<file path="src/prcp_consts.svh">
// constants of the protected remote command port: register map, codes, reset values
// assumes inclusion by every design module that needs a figure; the package does not include it
`ifndef PRCP_CONSTS_SVH
`define PRCP_CONSTS_SVH

// register addresses
`define PRCP_ADDR_CMD 16'h1F40
`define PRCP_ADDR_BUF_LAST 16'h1F53
`define PRCP_ADDR_LAST_CMD 16'h1F54
`define PRCP_ADDR_STATUS 16'h1F55
`define PRCP_ADDR_RET_SIZE 16'h1F56
`define PRCP_BUF_WORDS 20

// word index of each field inside the parameter buffer
`define PRCP_IDX_CODE 5'h00
`define PRCP_IDX_LEN 5'h01
`define PRCP_IDX_SEC 5'h03
`define PRCP_IDX_PWD_HI 5'h04
`define PRCP_IDX_PWD_LO 5'h05
`define PRCP_IDX_ARG 5'h06
`define PRCP_IDX_NEWPWD_HI 5'h07
`define PRCP_IDX_NEWPWD_LO 5'h08

// structure limits
`define PRCP_LEN_MIN 16'h000A
`define PRCP_LEN_MAX 16'h001E
`define PRCP_SEC_OPEN 16'h0000
`define PRCP_SEC_PWD 16'h0001

// command codes
`define PRCP_CMD_OPEN_BREAKER 16'h0388
`define PRCP_CMD_SET_PASSWORD 16'h0BB8

// status and error codes
`define PRCP_STATUS_OK 16'h0000
`define PRCP_STATUS_BUSY 16'h0003
`define PRCP_ERR_NONE 8'h00
`define PRCP_ERR_PASSWORD 8'h01
`define PRCP_ERR_ACCESS 8'h02
`define PRCP_ERR_STRUCT 8'h04
`define PRCP_EXC_ILLEGAL_ADDR 8'h02
`define PRCP_MODULE_ADDR 8'h03

// profiles and factory passwords
`define PRCP_PROF_ADMIN 2'h0
`define PRCP_PROF_SERVICES 2'h1
`define PRCP_PROF_ENGINEER 2'h2
`define PRCP_PROF_OPERATOR 2'h3
`define PRCP_PWD_ADMIN 32'h30303030
`define PRCP_PWD_SERVICES 32'h31313131
`define PRCP_PWD_ENGINEER 32'h32323232
`define PRCP_PWD_OPERATOR 32'h33333333

`endif

</file>
<file path="src/prcp_pkg.sv">
// types of the protected remote command port
// assumes the register request port carries one 16-bit register per cycle
package prcp_pkg;

	// one register access of a decoded request
	typedef struct packed {
		logic valid;
		logic write;
		logic last;
		logic [15:0] addr;
		logic [15:0] data;
	} prcp_req_type;

	// answer to one register access
	typedef struct packed {
		logic valid;
		logic exception;
		logic [7:0] exc_code;
		logic [15:0] data;
	} prcp_resp_type;

	// command sequencer states
	typedef enum logic [2:0] {
		PRCP_IDLE = 3'b000,
		PRCP_CHECK = 3'b001,
		PRCP_READ = 3'b010,
		PRCP_CMP = 3'b011,
		PRCP_EXEC = 3'b100,
		PRCP_WAIT = 3'b101
	} prcp_state_type;

endpackage : prcp_pkg

</file>
<file path="src/prcp_char_check.sv">
// one password character check: digit, upper-case or lower-case Latin letter
// assumes an ASCII character at its input, purely combinational
`timescale 1ns/100ps
module prcp_char_check (
	input wire logic [7:0] ch,
	output logic ok
);

	// accepted ranges, case kept distinct
	assign ok = (ch >= 8'h30 && ch <= 8'h39) || (ch >= 8'h41 && ch <= 8'h5A) || (ch >= 8'h61 && ch <= 8'h7A);

endmodule : prcp_char_check

</file>
<file path="src/prcp_pwd_store.sv">
// password memory: one 32-bit word per user profile, registered read data
// assumes one read or one write per cycle from the command sequencer
`timescale 1ns/100ps
`include "prcp_consts.svh"
module prcp_pwd_store (
	input wire logic clk,
	input wire logic rst_n,
	input wire logic [1:0] rd_idx,
	output logic [31:0] rd_data,
	input wire logic we,
	input wire logic [1:0] wr_idx,
	input wire logic [31:0] wr_data
);

	logic [31:0] mem [0:3];

	// storage with factory contents at reset
	always_ff @(posedge clk or negedge rst_n) begin
		if (!rst_n) begin
			mem[`PRCP_PROF_ADMIN] <= `PRCP_PWD_ADMIN;
			mem[`PRCP_PROF_SERVICES] <= `PRCP_PWD_SERVICES;
			mem[`PRCP_PROF_ENGINEER] <= `PRCP_PWD_ENGINEER;
			mem[`PRCP_PROF_OPERATOR] <= `PRCP_PWD_OPERATOR;
		end else if (we) begin
			mem[wr_idx] <= wr_data;
		end
	end

	// registered read port
	always_ff @(posedge clk or negedge rst_n) begin
		if (!rst_n) begin
			rd_data <= 32'h00000000;
		end else begin
			rd_data <= mem[rd_idx];
		end
	end

endmodule : prcp_pwd_store

</file>
<file path="src/prcp_top.sv">
// protected remote command port: parameter buffer, password and lock gating, status
// assumes a decoded register request stream, one word per cycle, and a breaker
// action unit that answers each started command with a done pulse and an error code
`timescale 1ns/100ps
`include "prcp_consts.svh"
module prcp_top
	import prcp_pkg::*;
(
	input wire logic clk,
	input wire logic rst_n,
	input wire prcp_req_type req,
	output prcp_resp_type resp,
	input wire logic lock_open,
	input wire logic intrusive_unlocked,
	input wire logic [3:0] intrusive_profile_mask,
	input wire logic exec_done,
	input wire logic [7:0] exec_err,
	output logic exec_start,
	output logic exec_abort,
	output logic [15:0] exec_code,
	output logic [15:0] exec_arg
);

	////////////////////////////////////////////////////////////////////////////////
	// declarations

	logic [15:0] buf_q [0:`PRCP_BUF_WORDS-1];
	logic in_req;
	logic armed;
	logic [15:0] last_cmd;
	logic [15:0] status;
	prcp_state_type state;
	logic [1:0] idx;
	logic pw_we;
	logic [1:0] pw_wr_idx;
	logic [31:0] pw_wr_data;
	logic [31:0] pw_rd_data;
	logic [3:0] char_ok;
	logic buf_hit;
	logic [4:0] buf_idx;
	logic cmd_hit;
	logic launch;
	logic [31:0] supplied_pwd;
	logic [31:0] new_pwd;
	logic [1:0] target;
	logic is_setpwd;
	logic struct_ok;
	logic [3:0] allowed;
	logic lock_free;
	logic [15:0] rd_word;
	logic rd_ok;
	logic bad_addr;
	logic seq_hold;
	logic chk_step;
	logic sec_open;
	logic chk_bad;
	logic chk_free;
	logic chk_locked;
	logic pw_match;
	logic pw_miss;
	logic pw_set;
	logic go_exec;
	logic exec_busy;
	logic act_done;

	////////////////////////////////////////////////////////////////////////////////
	// address decode and command trigger

	// words 8000 to 8019 live in the parameter buffer
	assign buf_hit = req.addr >= `PRCP_ADDR_CMD && req.addr <= `PRCP_ADDR_BUF_LAST;
	assign buf_idx = 5'(req.addr - `PRCP_ADDR_CMD);

	// first word of a write request lands on the code register
	assign cmd_hit = req.valid && req.write && !in_req && req.addr == `PRCP_ADDR_CMD;
	// the buffer is complete at the last word of that request
	assign launch = req.valid && req.write && req.last && (cmd_hit || armed);

	// request framing
	always_ff @(posedge clk or negedge rst_n) begin
		if (!rst_n) begin
			in_req <= 1'b0;
			armed <= 1'b0;
		end else if (req.valid) begin
			in_req <= !req.last;
			armed <= (cmd_hit || armed) && !req.last;
		end
	end

	// parameter buffer storage
	always_ff @(posedge clk or negedge rst_n) begin
		if (!rst_n) begin
			for (int i = 0; i < `PRCP_BUF_WORDS; i++) begin
				buf_q[i] <= 16'h0000;
			end
		end else if (req.valid && req.write && buf_hit) begin
			buf_q[buf_idx] <= req.data;
		end
	end

	////////////////////////////////////////////////////////////////////////////////
	// register read and answer

	// read mux over the implemented words
	always_comb begin
		rd_word = 16'h0000;
		rd_ok = 1'b1;
		if (buf_hit) begin
			rd_word = buf_q[buf_idx];
		end else if (req.addr == `PRCP_ADDR_LAST_CMD) begin
			rd_word = last_cmd;
		end else if (req.addr == `PRCP_ADDR_STATUS) begin
			rd_word = status;
		end else if (req.addr == `PRCP_ADDR_RET_SIZE) begin
			rd_word = 16'h0000;
		end else begin
			rd_ok = 1'b0;
		end
	end

	// unmapped word, or a write outside the parameter buffer
	assign bad_addr = req.write ? !buf_hit : !rd_ok;

	// one answer per access, result words are read-only
	always_ff @(posedge clk or negedge rst_n) begin
		if (!rst_n) begin
			resp <= '0;
		end else begin
			resp.valid <= req.valid;
			resp.exception <= req.valid && bad_addr;
			resp.exc_code <= (req.valid && bad_addr) ? `PRCP_EXC_ILLEGAL_ADDR : 8'h00;
			resp.data <= (req.valid && !req.write) ? rd_word : 16'h0000;
		end
	end

	////////////////////////////////////////////////////////////////////////////////
	// command decode

	assign supplied_pwd = {buf_q[`PRCP_IDX_PWD_HI], buf_q[`PRCP_IDX_PWD_LO]};
	assign new_pwd = {buf_q[`PRCP_IDX_NEWPWD_HI], buf_q[`PRCP_IDX_NEWPWD_LO]};
	assign target = buf_q[`PRCP_IDX_ARG][1:0];
	assign is_setpwd = buf_q[`PRCP_IDX_CODE] == `PRCP_CMD_SET_PASSWORD;

	// new password characters
	genvar g;
	generate
		for (g = 0; g < 4; g++) begin : gen_chars
			prcp_char_check u_char (
				.ch(new_pwd[8*g +: 8]),
				.ok(char_ok[g])
			);
		end
	endgenerate

	// buffer structure and password format
	assign struct_ok = buf_q[`PRCP_IDX_LEN] >= `PRCP_LEN_MIN && buf_q[`PRCP_IDX_LEN] <= `PRCP_LEN_MAX
		&& (buf_q[`PRCP_IDX_SEC] == `PRCP_SEC_OPEN || buf_q[`PRCP_IDX_SEC] == `PRCP_SEC_PWD)
		&& (!is_setpwd || (buf_q[`PRCP_IDX_SEC] == `PRCP_SEC_PWD && buf_q[`PRCP_IDX_ARG][15:2] == 14'h0000
		&& char_ok == 4'hF));

	// profiles whose password unlocks this command; administrator always for a change
	assign allowed = is_setpwd ? (4'h1 | (4'h1 << target)) : intrusive_profile_mask;

	assign lock_free = lock_open || intrusive_unlocked;

	////////////////////////////////////////////////////////////////////////////////
	// command sequencer

	// step decisions, only while no request word overrides the sequence
	assign seq_hold = !cmd_hit && !launch;
	assign chk_step = seq_hold && state == PRCP_CHECK;
	assign sec_open = buf_q[`PRCP_IDX_SEC] == `PRCP_SEC_OPEN;
	assign chk_bad = chk_step && !struct_ok;
	assign chk_free = chk_step && struct_ok && sec_open;
	// lock is judged before any password
	assign chk_locked = chk_step && struct_ok && !sec_open && !lock_free;
	// exact 32-bit compare keeps case distinct
	assign pw_match = seq_hold && state == PRCP_CMP && pw_rd_data == supplied_pwd && allowed[idx];
	assign pw_miss = seq_hold && state == PRCP_CMP && !pw_match && idx == `PRCP_PROF_OPERATOR;
	assign pw_set = pw_match && is_setpwd;
	assign go_exec = chk_free || (pw_match && !is_setpwd);
	assign exec_busy = state == PRCP_EXEC || state == PRCP_WAIT;
	assign act_done = seq_hold && state == PRCP_WAIT && exec_done;

	// step through check, password scan, action and wait
	always_ff @(posedge clk or negedge rst_n) begin
		if (!rst_n) begin
			state <= PRCP_IDLE;
			idx <= 2'h0;
		end else if (cmd_hit) begin
			state <= launch ? PRCP_CHECK : PRCP_IDLE;
		end else if (launch) begin
			state <= PRCP_CHECK;
		end else begin
			unique case (state)
				PRCP_IDLE: begin
					state <= PRCP_IDLE;
				end
				PRCP_CHECK: begin
					idx <= 2'h0;
					if (chk_bad || chk_locked) begin
						state <= PRCP_IDLE;
					end else if (chk_free) begin
						state <= PRCP_EXEC;
					end else begin
						state <= PRCP_READ;
					end
				end
				PRCP_READ: begin
					state <= PRCP_CMP;
				end
				PRCP_CMP: begin
					if (pw_match) begin
						state <= is_setpwd ? PRCP_IDLE : PRCP_EXEC;
					end else if (pw_miss) begin
						state <= PRCP_IDLE;
					end else begin
						idx <= idx + 2'h1;
						state <= PRCP_READ;
					end
				end
				PRCP_EXEC: begin
					state <= PRCP_WAIT;
				end
				PRCP_WAIT: begin
					state <= act_done ? PRCP_IDLE : PRCP_WAIT;
				end
				default: begin
					state <= PRCP_IDLE;
				end
			endcase
		end
	end

	// completion code and code of the last command, refused or executed
	always_ff @(posedge clk or negedge rst_n) begin
		if (!rst_n) begin
			status <= `PRCP_STATUS_OK;
			last_cmd <= 16'h0000;
		end else if (cmd_hit) begin
			status <= `PRCP_STATUS_BUSY;
		end else if (chk_bad) begin
			status <= {`PRCP_MODULE_ADDR, `PRCP_ERR_STRUCT};
			last_cmd <= buf_q[`PRCP_IDX_CODE];
		end else if (chk_locked) begin
			status <= {`PRCP_MODULE_ADDR, `PRCP_ERR_ACCESS};
			last_cmd <= buf_q[`PRCP_IDX_CODE];
		end else if (pw_set) begin
			status <= `PRCP_STATUS_OK;
			last_cmd <= buf_q[`PRCP_IDX_CODE];
		end else if (pw_miss) begin
			status <= {`PRCP_MODULE_ADDR, `PRCP_ERR_PASSWORD};
			last_cmd <= buf_q[`PRCP_IDX_CODE];
		end else if (act_done) begin
			status <= exec_err == `PRCP_ERR_NONE ? `PRCP_STATUS_OK
				: {`PRCP_MODULE_ADDR, exec_err};
			last_cmd <= exec_code;
		end
	end

	// action start and abort pulses, a new command drops whatever runs
	always_ff @(posedge clk or negedge rst_n) begin
		if (!rst_n) begin
			exec_start <= 1'b0;
			exec_abort <= 1'b0;
			exec_code <= 16'h0000;
			exec_arg <= 16'h0000;
		end else begin
			exec_start <= go_exec;
			exec_abort <= cmd_hit && exec_busy;
			if (go_exec) begin
				exec_code <= buf_q[`PRCP_IDX_CODE];
				exec_arg <= buf_q[`PRCP_IDX_ARG];
			end
		end
	end

	// password change once the presented password matched
	always_ff @(posedge clk or negedge rst_n) begin
		if (!rst_n) begin
			pw_we <= 1'b0;
			pw_wr_idx <= 2'h0;
			pw_wr_data <= 32'h00000000;
		end else begin
			pw_we <= pw_set;
			if (pw_set) begin
				pw_wr_idx <= target;
				pw_wr_data <= new_pwd;
			end
		end
	end

	////////////////////////////////////////////////////////////////////////////////
	// password memory

	prcp_pwd_store u_store (
		.clk(clk),
		.rst_n(rst_n),
		.rd_idx(idx),
		.rd_data(pw_rd_data),
		.we(pw_we),
		.wr_idx(pw_wr_idx),
		.wr_data(pw_wr_data)
	);

endmodule : prcp_top
</file>
<file path="config.mk">
export PLATFORM = sky130hd
export DESIGN_NAME = prcp_top
export DESIGN_NICKNAME = d
export VERILOG_FILES = /design/src/prcp_pkg.sv /design/src/prcp_char_check.sv /design/src/prcp_pwd_store.sv /design/src/prcp_top.sv
export VERILOG_INCLUDE_DIRS = /design/src
export SDC_FILE = /design/constraint.sdc
export NUM_CORES = 1
export LEC_CHECK = 0
export BUFFER_PORTS_ARGS = -buffer_cell sky130_fd_sc_hd__buf_2
export CAP_MARGIN = 25
export CORE_ASPECT_RATIO = 1.2
export CORE_MARGIN = 5
export CORE_UTILIZATION = 41
export DETAILED_ROUTE_END_ITERATION = 12
export PLACE_DENSITY = 0.56
export SYNTH_ARGS = -nofsm -noshare
export SYNTH_HDL_FRONTEND = slang
export SYNTH_HIERARCHICAL = 1
export SYNTH_SLANG_ARGS = --single-unit
</file>
<file path="constraint.sdc">
create_clock -name clk -period 3 [get_ports clk]
set_clock_uncertainty 0.15 [all_clocks]
set_input_delay 0.3 -clock clk [delete_from_list [all_inputs] [get_ports clk]]
set_output_delay 0.3 -clock clk [all_outputs]
set_load 0.1 [all_outputs]
</file>
==> results_dict.tcl <==
set metrics [dict create \
    ir_drop_mv 0.416 \
    drt_iter0_markers 933 \
    period_share_pct 99.3 \
    crit_path_max_fanout 9 \
    grt_pass1_vias 17237 \
    slew_headroom_pct 37.6 \
    muxShareOfSynthArea_pct 33.3 \
    cts_max_level 2 \
    power_mw 16.7 \
    fp.dieW_um 244 \
    routed_via_density 5.56 \
    io_pins 112 \
    grt_use_total_pct 19.9 \
    required_ps 3360 \
    place_ws_ps -323 \
    cts_tree "done" \
    async_reset_ff_share_pct 100 \
    antennaDiodeCount 0 \
    cts_buffer_depth 3 \
    synthToLayoutAreaGrowth_pct 18.8 \
    antenna_found_initial 6 \
    yosysTopAreaCellShare_pct 51.0 \
    root_buffer "clkbuf_16" \
    finalSetupViolCount 0 \
    yosys_most_used_dff "dfrtp_1" \
    final_nets 1992 \
    synth_edf_count 0 \
    die_area_um2 71100 \
    finalWorstSetupSlack_ps 21.6 \
    nFillCells 5542 \
    hold_viol_final 0 \
    ys_ff_latch 599 \
    synth_compound_area_share_pct 3.16 \
    critPathArrivalTime_ps 3340 \
    final_core_util_pct 48.9 \
    synthDistinctLibCells 73 \
    routed_wl_um 70300 \
    yosysMostFrequentCell "dfrtp_1" \
    rows 103 \
    synth.avg_cell_area_um2 15.7 \
    critPathLaunchType "flip-flop" \
    synth_area_leaders "dfrtp_1 51%, mux2_2 21%, mux4_2 11%" \
    reg2reg_depth 11 \
    synth_adder_area_share_pct 0.0463 \
    postRouteAntennaNets 0 \
    max_freq_ghz 0.336 \
    yosysSeqAreaShare_pct 55.7 \
    outcome "completed" \
    clkTransAtPathRegs_ps 60 \
    cts_sinks 599 \
    hp-class "primary input to flip-flop" \
    drc 0 \
    grt_pass1_wl_um 110000 \
    synthSimpleGateAreaFrac_pct 4.06 \
    p_leak_nw 15.1 \
    rsz0062_at_grt "true" \
    vias 15740 \
    synth_common_cells "551 x dfrtp_1, 511 x mux2_2, 129 x mux4_2" \
    worst_slew_pin_slew_ps 932 \
    port_buffers 104 \
    drive_gt1_share_pct 56.3 \
    start_util_pct 41.2 \
    grt_overflow 0 \
    dieHeight_um 291 \
    dp_hpwl_um 48300 \
    maxCapViolations 0 \
    synth_xor_area_share_pct 1.04 \
    cts_made_buffers 60 \
    period_minus_slack_ps 2980 \
    hold_depth 2 \
    wl_per_cell_um 24.9 \
    critPathKind "flip-flop to flip-flop" \
    end_kind "flip-flop" \
    synthCells 1725 \
    insertion_delay_ps 630 \
    drt-pass1-iter-count 5 \
    slew_viol_final 0 \
    grt_max_degree 76 \
    synth_top_family_by_area "multiplexers" \
    syn_area_um2 27000 \
    coreArea_um2 65600 \
    power.density_nw_per_um2 522 \
    ys_warn_count 6 \
    gp_congestion 0.846 \
    yosys.area.top_type "dfrtp_1" \
]
logic make-up after synthesis:
logic type,Yosys count
multiplexers,672
buffers and inverters,138
flip-flops,599
AO/OA/AOI/OAI,120
other,1
AND/OR/NAND/NOR,162
adder cells (fa/ha/maj),1
XOR/XNOR,32
cell usage in the layout, fill, tap and decap left out, drive strengths merged, types with 6 or more instances in the layout:
cell         synthesis  routed
dfstp               48      48
clkinv               0      12
inv                  8       9
dfrtp              551     551
nor4                15      15
xnor2               32      32
a22oi               12      12
or4                  6       6
nor2                47      47
conb                 1       7
bufinv               0       8
nor3                 9       9
clkbuf              57      89
mux2               514     514
dlygate4sd3          0      14
buf                 73     262
o21ai               42      42
a21oi               18      18
mux2i               29      29
nand2               27      27
mux4               129     129
nand4               12      12
o22a                10      10
nand3                9       9
nand3b               7       7
a32o                 6       6
final cells by class:
| class | count | area [um^2] | share of cell area [%] |
|---|---|---|---|
| inverters | 8 | 30.0 | 0.0936 |
| clock buffers | 89 | 1730 | 5.39 |
| well taps | 840 | 1050 | 3.28 |
| repair buffers | 276 | 2320 | 7.23 |
| flip-flops and latches | 599 | 15100 | 46.9 |
| multi-input cells | 994 | 11600 | 36.0 |
| clock inverters | 23 | 335 | 1.05 |
path summary, 6_finish.rpt:
kind,from,endpoint,slack [ps]
max,buf_q[243],exec_code[12],20
max in group asynchronous,rst_n,u_store/mem[4],1690
min reg2reg,buf_q[158],buf_q[158],340
min in group asynchronous,rst_n,u_store/mem[58],120
min,req[14],buf_q[158],80
max reg2reg,buf_q[243],exec_code[12],20
per-layer routing:
metal | wire, um | GRT usage [%] | vias to the layer above
met5 | 52 | 0 | -
met4 | 2320 | 6.29 | 8
met3 | 2650 | 3.16 | 122
met2 | 35200 | 33.6 | 294
met1 | 30100 | 26.7 | 8444
li1 | - | - | 6872
flip-flops by register name, summed over array words and instances, names as in the netlist, 2 cells and up:
register / flops
buf_q: 320
u_store/mem: 128
pw_wr_data: 32
u_store/rd_data: 32
resp: 18
exec_arg: 16
exec_code: 16
last_cmd: 16
status: 9
state: 3
idx: 2
pw_wr_idx: 2
worst max-delay path, stage by stage, from the launching register on:
cell	delay, ps
dfrtp_1	430
xnor2_1	180
buf_4	150
nand4_1	180
nor4_1	450
buf_4	210
o211a_1	200
nand3_1	130
o41ai_4	80
buf_6	200
buf_12	160
mux2_2	350
metrics by stage:
step                      instance area, um^2  instances  TNS, ps  hold slack (ps)
after floorplan                         27000       1731        0             -146
after global placement                  29500       2697   -18290              207
after detailed placement                29500       2697   -24610              213
after CTS                               32000       2832    -2240             11.0
after global routing                    32100       2829    -3010             71.2
final                                   32100       2829        0             76.3
power by group:
| part | leakage, nW | switching, mW | internal, mW |
|---|---|---|---|
| Clock | 1.01 | 3.21 | 4.67 |
| Combinational | 5.94 | 0.496 | 0.212 |
| Sequential | 8.18 | 0.0338 | 8.11 |
repair_timing:
action | CTS | global route
endpoints found under the hold margin | 76 | 0
cloned | 2 | 0
setup endpoints to repair | 57 | 58
pin swaps | 7 | 13
resized for setup | 48 | 48
buffers inserted | 7 | 0
hold buffers | 14 | 0
(Power assumes the default switching activity.)
